$ cat src/logic/psf_cfg.svh
// psf_cfg.svh: bit positions, field codes and limits of the sync command
// assumes: included by the sync checker modules
`ifndef PSF_CFG_SVH
`define PSF_CFG_SVH

// argument bit positions in the second dword
`define PSF_BIT_TILE_FLUSH     28
`define PSF_BIT_REG_LOAD_PS    23
`define PSF_BIT_STORE_INDEX    21
`define PSF_BIT_STALL          20
`define PSF_BIT_SNAP_RESET     19
`define PSF_BIT_XLAT_INV       18
`define PSF_BIT_MEDIA_CLEAR    16
`define PSF_BIT_PS_OP_HI       15
`define PSF_BIT_PS_OP_LO       14
`define PSF_BIT_RT_FLUSH       12
`define PSF_BIT_INST_INV       11
`define PSF_BIT_TEX_INV        10
`define PSF_BIT_ISP_DISABLE    9
`define PSF_BIT_NOTIFY         8
`define PSF_BIT_VF_INV         4
`define PSF_BIT_CONST_INV      3
`define PSF_BIT_STATE_INV      2
`define PSF_BIT_DEPTH_FLUSH    0
`define PSF_BIT_DC_FLUSH       5

// post-sync operation codes
`define PSF_PS_NONE            2'h0
`define PSF_PS_DEPTH_COUNT     2'h2

// outstanding marker limit and tracker width
`define PSF_MAX_OUT            6'h20
`define PSF_CNT_W              6

// interrupt status bit positions
`define PSF_IRQ_INVALID        0
`define PSF_IRQ_DONE           1
`define PSF_IRQ_W              2

`endif

$ cat src/logic/psf_decode.sv
// psf_decode: pure decode of a sync command second dword
// assumes: dword is steady while cmd_valid is high in the parent
`timescale 1ns/1ps
`include "psf_cfg.svh"
module psf_decode (
    input  wire logic [31:0] dword,
    input  wire logic        pos_only,
    input  wire logic        tile_mode,
    output logic             marker_send,
    output logic             marker_pipe,
    output logic             completion,
    output logic             top_inv,
    output logic             is_invalid,
    output logic             need_stall,
    output logic             l1_then_tile
);
    wire       wr_flush = dword[`PSF_BIT_RT_FLUSH] | dword[`PSF_BIT_DEPTH_FLUSH]
                        | dword[`PSF_BIT_DC_FLUSH];
    wire       notify   = dword[`PSF_BIT_NOTIFY];
    wire       ro_inv   = dword[`PSF_BIT_INST_INV] | dword[`PSF_BIT_TEX_INV]
                        | dword[`PSF_BIT_CONST_INV] | dword[`PSF_BIT_STATE_INV];
    wire       vf_inv   = dword[`PSF_BIT_VF_INV];
    wire [1:0] ps_op    = dword[`PSF_BIT_PS_OP_HI:`PSF_BIT_PS_OP_LO];
    wire       stall    = dword[`PSF_BIT_STALL];
    wire       stall_req = dword[`PSF_BIT_SNAP_RESET]
                         | dword[`PSF_BIT_MEDIA_CLEAR]
                         | dword[`PSF_BIT_ISP_DISABLE]
                         | dword[`PSF_BIT_XLAT_INV];
    wire       bad_rl   = dword[`PSF_BIT_REG_LOAD_PS] & (ps_op != `PSF_PS_NONE);
    wire       bad_sdi  = dword[`PSF_BIT_STORE_INDEX] & (ps_op == `PSF_PS_NONE);
    wire       bad_pos  = pos_only & (dword[`PSF_BIT_MEDIA_CLEAR] | notify
                        | (ps_op == `PSF_PS_DEPTH_COUNT));
    wire       bad_tile = tile_mode & dword[`PSF_BIT_TILE_FLUSH] & ~stall;

    // marker flavour per the flush table
    assign marker_send = wr_flush | notify | vf_inv;
    assign marker_pipe = wr_flush | notify;
    assign completion  = wr_flush | notify;
    assign top_inv     = ro_inv;
    // argument checks on the software side
    assign is_invalid  = (dword == 32'h0000_0000)
                       | bad_rl
                       | dword[`PSF_BIT_SNAP_RESET]
                       | (stall_req & ~stall)
                       | bad_pos
                       | bad_sdi
                       | bad_tile;
    assign need_stall  = stall;
    // single command l1 then tile sequencing
    assign l1_then_tile = dword[`PSF_BIT_TILE_FLUSH] & dword[`PSF_BIT_RT_FLUSH]
                        & dword[`PSF_BIT_DEPTH_FLUSH];
endmodule

$ cat config.mk
export PLATFORM = sky130hd
export DESIGN_NAME = psf_decode
export DESIGN_NICKNAME = d
export VERILOG_FILES = /design/src/logic/psf_decode.sv
export VERILOG_INCLUDE_DIRS = /design/src /design/src/logic
export SDC_FILE = /design/constraint.sdc
export NUM_CORES = 1
export LEC_CHECK = 0
export ABC_CLOCK_PERIOD_IN_PS = 1800
export BUFFER_PORTS_ARGS = -buffer_cell sky130_fd_sc_hd__buf_2
export CAP_MARGIN = 20
export CORE_AREA = 3 3 40 42
export DETAILED_ROUTE_END_ITERATION = 7
export DIE_AREA = 0 0 43 45
export GPL_ROUTABILITY_DRIVEN = 0
export PLACE_DENSITY = 0.6
export SLEW_MARGIN = 20
export SYNTH_ARGS = -nofsm -noshare
export SYNTH_HDL_FRONTEND = slang
export SYNTH_SLANG_ARGS = --single-unit
$ cat constraint.sdc
create_clock -name vclk -period 1.8
set_clock_uncertainty 0.1 [all_clocks]
set_input_delay 0.27 -clock vclk [all_inputs]
set_output_delay 0.27 -clock vclk [all_outputs]
set_load 0.005 [all_outputs]
==> results of run 1 <==
## per-layer routing
metal | vias up | share of wire
li1 | 182 | -
met1 | 148 | 0.32
met2 | 19 | 0.56
met3 | 0 | 0.12
met4 | 0 | 0
met5 | - | 0
## area by class of cell
| class | instances | area (um^2) | share of cell area |
|---|---|---|---|
| Timing Repair Buffer | 45 | 241 | 0.559 |
| Tap cell | 15 | 18.8 | 0.0435 |
| Multi-Input combinational cell | 20 | 168 | 0.388 |
| Inverter | 1 | 3.75 | 0.00870 |
## where the power goes
part,internal [mW],switching [mW]
clock network,0,0
logic,0.0436,0.0265
registers,0,0
## worst max path at each step
stage                        start    endpoint  cells after the start
after detailed placement  dword[9]  is_invalid                      6
after global routing      dword[3]  is_invalid                      6
after CTS                 dword[3]  is_invalid                      6
final                     dword[3]  is_invalid                      6
after global placement    dword[9]  is_invalid                      6
after floorplan           dword[0]  is_invalid                      3
## layout by cell type (no fill, tap or decap), drive strengths merged
cell and count:
buf 45, nor4 6, or4 2, nand2 2, nor2 2, or2 1
nand4 1, inv 1, o21ai 1, a21oi 1, mux2 1, a2111oi 1
o31ai 1, and3 1
## repair_timing
item	in CTS	in global routing
pin swaps	1	0
gates resized for setup	4	3
setup endpoints to repair	1	1
## metrics by stage
stage | hold WS [ns] | worst slack [ns] | std cells
after CTS | 0.649 | -0.0572 | 81
final | 0.644 | -0.0537 | 81
after detailed placement | 0.649 | -0.146 | 81
after global routing | 0.658 | -0.123 | 81
after global placement | 0.644 | -0.192 | 81
after floorplan | 0.521 | 0.103 | 23
## logic make-up after synthesis
| logic type | share of synthesized area |
|---|---|
| multiplexers | 0.0732 |
| AO/OA/AOI/OAI | 0.171 |
| AND/OR/NAND/NOR | 0.634 |
| buffers and inverters | 0.122 |
## worst max-delay path, stage by stage
cell and delay, ns:
buf_6 0.09, or4_4 0.54, nor4_4 0.13, nand2_1 0.09, o31ai_2 0.22, buf_2 0.14
==> run metrics, run 1 <==
GRT Total Usage 0.0813; Max Fclk approximately 0.54 GHz; largest cells by area after synthesis nor4_1 24%, or4_4 15%, buf_4 9.8%; Port Buffers 41; width of the chip around 43 um; top cells by count, synth 6 x nor4_1, 2 x buf_4, 2 x nand2_1, 2 x nor2_1, 2 x or4_4; yosys warns 0; leakage power 0.216 nW; Avg Inst Size Synth between 6 and 7 um^2; Die Y roughly 45 um; Hold Fails Final Rpt 0; total grt overflow 0; Max rail drop VDD 0.0379 mV; Synth cell types 14; area share of the largest cell type after synthesis 0.244; drt wl/cell 10.3 um; Worst-Margin Slew 0.327 ns; number of diodes 0; num ports 41; Nets 102; post-synthesis sequential area ratio 0; Synth area leader nor4_1; RSZ-0062 raised after global routing true; met1 usage 0.0762; violated checks negative setup slack; WS Path Type input pin to output pin; first-pass GRT wire length 1320 um; Placeable Area 1280 um^2; Final Cell Area 432 um^2; Final Cycle Share 1.03; GR Util met3 0.0159; Critical Path AT 1.48 ns; count leader, synth nor4_1; die area between 1500 and 2000 um^2; hold_buf cts 0; busiest grt layer met2; DRT Pass-1 Iters 2; setup TNS -0.0537 ns; worst hold endpoint need_stall; Final Power 0.0701 mW; Mapped Nets 57; outcome finished with violations; Iteration-0 DRC Markers 2; worst min-delay path category input pin to output pin; Std-Cell Rows 13; Worst slew margin 0.782; Finish-stage setup viols 1; largest net degree at the start of global routing 4; Initial Utilization 0.120; DRC viols 0; clock buffers 0; drt total wl between 800 and 900 um; critical path data required time 1.43 ns; Reg area 0 um^2; Seq Cell Count 0; vias per inst 4.31; Post-CTS Setup Repair Bufs 0; pwr dens about 160 nW/um^2; post-route minimum period 1.85 ns; Final Core Density 0.336; met2 Resource Use GR 0.186; cell count after synthesis 23; hold path depth 2; DP Area 393 um^2; number of max-cap violations 0; Final ANT Viol Nets 0; layout cell share with drive strength beyond 1 0.803; vias 349; # fillers approximately 160; P&R area growth vs syn 180%; final worst slack -0.0537 ns; vias in the first global route 355; HP Start dword[20]; element type at the critical path end output pin; Max FO, Critical Path 2; fin. max-slew vios 0; Mapped Area 154 um^2; initial antenna violation count 0; startpoint types input pin
No activity file was read; power rests on OpenSTA's default activity.
==> run 2: changes to the inputs <==
--- a/config.mk
+++ b/config.mk
@@ -7,13 +7,14 @@
 export NUM_CORES = 1
 export LEC_CHECK = 0
 export ABC_CLOCK_PERIOD_IN_PS = 1800
-export BUFFER_PORTS_ARGS = -buffer_cell sky130_fd_sc_hd__buf_2
+export BUFFER_PORTS_ARGS = -buffer_cell sky130_fd_sc_hd__buf_4
 export CAP_MARGIN = 20
 export CORE_AREA = 3 3 40 42
 export DETAILED_ROUTE_END_ITERATION = 7
 export DIE_AREA = 0 0 43 45
 export GPL_ROUTABILITY_DRIVEN = 0
 export PLACE_DENSITY = 0.6
+export REMOVE_ABC_BUFFERS = 1
 export SLEW_MARGIN = 20
 export SYNTH_ARGS = -nofsm -noshare
 export SYNTH_HDL_FRONTEND = slang
==> run 2 against run 1 <==
Effect of this change: core utilization grew 11 points; die area unchanged; sequential share of layout area is the same; critical path depth decreased by 1; critical path type unchanged; highest routed layer unchanged; first-iteration DRC count increased by 50%; the flow still finishes with violations (negative setup slack); combinational power is 48% higher.
==> run metrics, run 2 (same netlist as run 1, synthesis figures left out) <==
vias in the first global route about 310; Seq Cell Count 0; DRC viols 0; drt total wl 923 um; DRT Pass-1 Iters 2; Max Fclk 0.530 GHz; GRT Total Usage 0.0804; Finish-stage setup viols 1; most common cell after layout, fill and taps aside buf_4; Placed Instances 83; critical path data required time about 1.4 ns; Final ANT Viol Nets 0; number of diodes 0; largest net degree at the start of global routing 4; final worst slack -0.0872 ns; Nets 104; Worst slew margin 0.789; Initial Utilization 0.120; vias per inst 4.42; Std-Cell Rows 13; Final Cycle Share 1.05; Placeable Area 1280 um^2; startpoint types input pin; leakage power roughly 0.27 nW; width of the chip 43 um; DP Area 510 um^2; fin. max-slew vios 0; Max rail drop VDD between 0.06 and 0.07 mV; RSZ-0062 raised after global routing true; Final Cell Area 579 um^2; Critical Path AT 1.52 ns; total grt overflow 0; element type at the critical path end output pin; WS Path Type input pin to output pin; Reg area 0 um^2; worst min-delay path category input pin to output pin; hold_buf cts 0; drt wl/cell 11.1 um; clock buffers 0; number of max-cap violations 0; pwr dens 179 nW/um^2; vias between 300 and 400; layout cell share with drive strength beyond 1 0.824; post-route minimum period 1.89 ns; die area 1940 um^2; violated checks negative setup slack; Port Buffers 41; most frequent cells in the layout 44 x buf_4, 4 x nor4_1, 3 x buf_6; Hold Fails Final Rpt 0; Max FO, Critical Path 2; Worst-Margin Slew 0.316 ns; P&R area growth vs syn 276%; outcome finished with violations; initial antenna violation count 0; Layout Cells excl Fill 83; Iteration-0 DRC Markers 3; setup TNS -0.0872 ns; Die Y 45 um; first-pass GRT wire length 1250 um; num ports just over 40
==> run 2: report_power, final <==
group / total [mW] / switching, mW / internal (mW) / leakage (nW)
clock: 0 / 0 / 0 / 0
sequential: 0 / 0 / 0 / 0
combinational: 0.104 / 0.0313 / 0.0726 / 0.271
==> run 2: layout make-up <==
cell class | count | area [um^2]
Fill cell | 130 | 706
Timing Repair Buffer | 47 | 364
Multi-Input combinational cell | 20 | 193
Tap cell | 15 | 18.8
Inverter | 1 | 3.75
==> run 2: routing by layer <==
layer / wire length [um] / share of wire / global-route usage / vias to the layer above
li1: - / - / - / 185
met5: 0 / 0 / 0 / -
met2: 471 / 0.51 / 0.168 / 23
met1: 332 / 0.36 / 0.0857 / 159
met4: 0 / 0 / 0 / 0
met3: 118 / 0.13 / 0.0199 / 0
==> run 2: stage by stage <==
stage	utilization	setup slack (ns)	power, mW	hold slack [ns]
6_report	0.451	-0.0872	0.104	0.636
5_1_grt	0.451	-0.112	0.112	0.641
4_1_cts	0.416	-0.101	0.0939	0.637
3_5_place_dp	0.397	-0.152	0.0889	0.636
3_3_place_gp	0.397	-0.119	0.0881	0.636
2_1_floorplan	-	0.0905	0.0118	0.440
==> run 2: worst paths after layout <==
check                 startpoint         end  slack (ns)  cells past startpoint
worst max-delay path    dword[0]  is_invalid       -0.09                      5
worst min-delay path   dword[20]  need_stall        0.64                      2
==> run 2: critical path, stage by stage <==
cell and delay, ns:
buf_6 0.09, or4_4 0.52, or2_4 0.26, o31ai_4 0.23
buf_4 0.14
==> run 2: what timing repair did <==
action / 4_1_cts / 5_1_grt
gates resized for setup: 5 / 9
cloned: 0 / 0
pin swaps: 0 / 2
setup buffers: 0 / 0
setup endpoints to repair: 1 / 1
==> run 3: changes to the inputs <==
--- a/config.mk
+++ b/config.mk
@@ -13,7 +13,7 @@
 export DETAILED_ROUTE_END_ITERATION = 7
 export DIE_AREA = 0 0 43 45
 export GPL_ROUTABILITY_DRIVEN = 0
-export PLACE_DENSITY = 0.6
+export PLACE_DENSITY = 0.54
 export REMOVE_ABC_BUFFERS = 1
 export SLEW_MARGIN = 20
 export SYNTH_ARGS = -nofsm -noshare
==> run 3 against run 2 <==
Effect of this change: the run still ends with negative setup slack left; hold slack worse by 0.0026 ns; flip-flop and latch count did not move; design area decreased by 1.9%; maximum frequency rose by 0.51%; cell count fell by 1.2%; clock-buffer cell count unchanged; sequential share of layout area is the same; wire length down 0.87%; first-iteration DRC count decreased by 100%; global-route usage grew 1.5 points; core utilization fell by 0.88 points; power decreased by 3.9%; critical path type unchanged; largest power group unchanged; highest routed layer unchanged.
==> run metrics, run 3 (same netlist as run 1, synthesis figures left out) <==
leakage power 0.263 nW; worst min-delay path category input pin to output pin; vias in the first global route 398; clock buffers 0; layout cell share with drive strength beyond 1 0.806; Iteration-0 DRC Markers 0; Max rail drop VDD 0.0634 mV; DRT Pass-1 Iters 1; Max Fclk 0.533 GHz; element type at the critical path end output pin; Seq Cell Count 0; drt total wl a little over 900 um; final worst slack -0.0776 ns; hold_buf cts 0; largest net degree at the start of global routing 4; critical path data required time 1.43 ns; Reg area 0 um^2; Initial Utilization 0.120; Placeable Area 1280 um^2; startpoint types input pin; Final Core Density 0.442; most common cell after layout, fill and taps aside buf_4; num ports roughly 40; WS Path Type input pin to output pin; Final Cycle Share 1.04; # fillers between 100 and 150; GRT Total Usage 0.0954; Layout Cells excl Fill 82; vias 350; die area 1940 um^2; Std-Cell Rows 13; fin. max-slew vios 0; vias per inst 4.27; Nets 103; Max FO, Critical Path 2; post-route minimum period 1.88 ns; Port Buffers 41; first-pass GRT wire length approximately 1500 um; outcome finished with violations; Hold Fails Final Rpt 0; number of diodes 0; DP HPWL ~800 um; drt wl/cell 11.2 um; number of max-cap violations 0; Die Y 45 um; width of the chip between 40 and 50 um; initial antenna violation count 0; Placed Instances 82; violated checks negative setup slack; total grt overflow 0; Worst slew margin 0.741; RSZ-0062 raised after global routing true; pwr dens 176 nW/um^2; Final ANT Viol Nets 0; P&R area growth vs syn 269%; DRC viols 0; Worst-Margin Slew about 0.38 ns; Critical Path AT 1.51 ns; most frequent cells in the layout 43 x buf_4, 4 x nor4_1, 3 x buf_6; Finish-stage setup viols 1
==> run 3: changes by cell type in the layout (fill, tap and decap cells not counted), sizes merged <==
cell  previous run  this run
buf             47        46
==> run 3: path summary, 6_finish.rpt <==
check / slack [ns] / cells after the start / from / end
setup / recovery: -0.08 / 5 / dword[5] / is_invalid
hold / removal: 0.63 / 2 / dword[20] / need_stall
==> run 3: timing repair <==
action / CTS / global route
setup buffers: 0 / 0
cloned: 0 / 0
hold endpoints to repair: 0 / 0
endpoints found under the setup margin: 1 / 1
pin swaps: 3 / 1
resized for setup: 8 / 3
==> run 3: area by class of cell <==
type | instances | area, um^2 | area share
inverters | 1 | 3.75 | 0.00661
well taps | 15 | 18.8 | 0.0330
multi-input cells | 20 | 189 | 0.333
repair buffers | 46 | 357 | 0.628
==> run 3: power by group <==
part / switching, mW / internal [mW] / total (mW)
sequential: 0 / 0 / 0
clock: 0 / 0 / 0
combinational: 0.0303 / 0.0696 / 0.0999
total: 0.0303 / 0.0696 / 0.0999
==> run 3: critical path, cell delays in order <==
cell and delay [ns]:
buf_6 0.09, or4_4 0.52, or2_4 0.26, o31ai_4 0.23, buf_4 0.14
==> run 3: metal layers <==
layer  wire length [um]  GRT usage  share of wire
met4                  0          0              0
met1                345      0.121           0.38
met3                128    0.00398           0.14
met2                442      0.189           0.48
met5                  0          0              0
==> run 3: metrics by stage <==
stage | area, um^2 | hold WS [ns] | power (mW) | setup WS [ns] | setup TNS, ns
5_1_grt | 568 | 0.636 | 0.108 | -0.120 | -0.120
3_3_place_gp | 503 | 0.636 | 0.0870 | -0.119 | -0.119
6_report | 568 | 0.634 | 0.0999 | -0.0776 | -0.0776
4_1_cts | 543 | 0.636 | 0.0949 | -0.0890 | -0.0890
3_5_place_dp | 503 | 0.635 | 0.0875 | -0.129 | -0.129
2_1_floorplan | 139 | 0.440 | 0.0118 | 0.0905 | 0
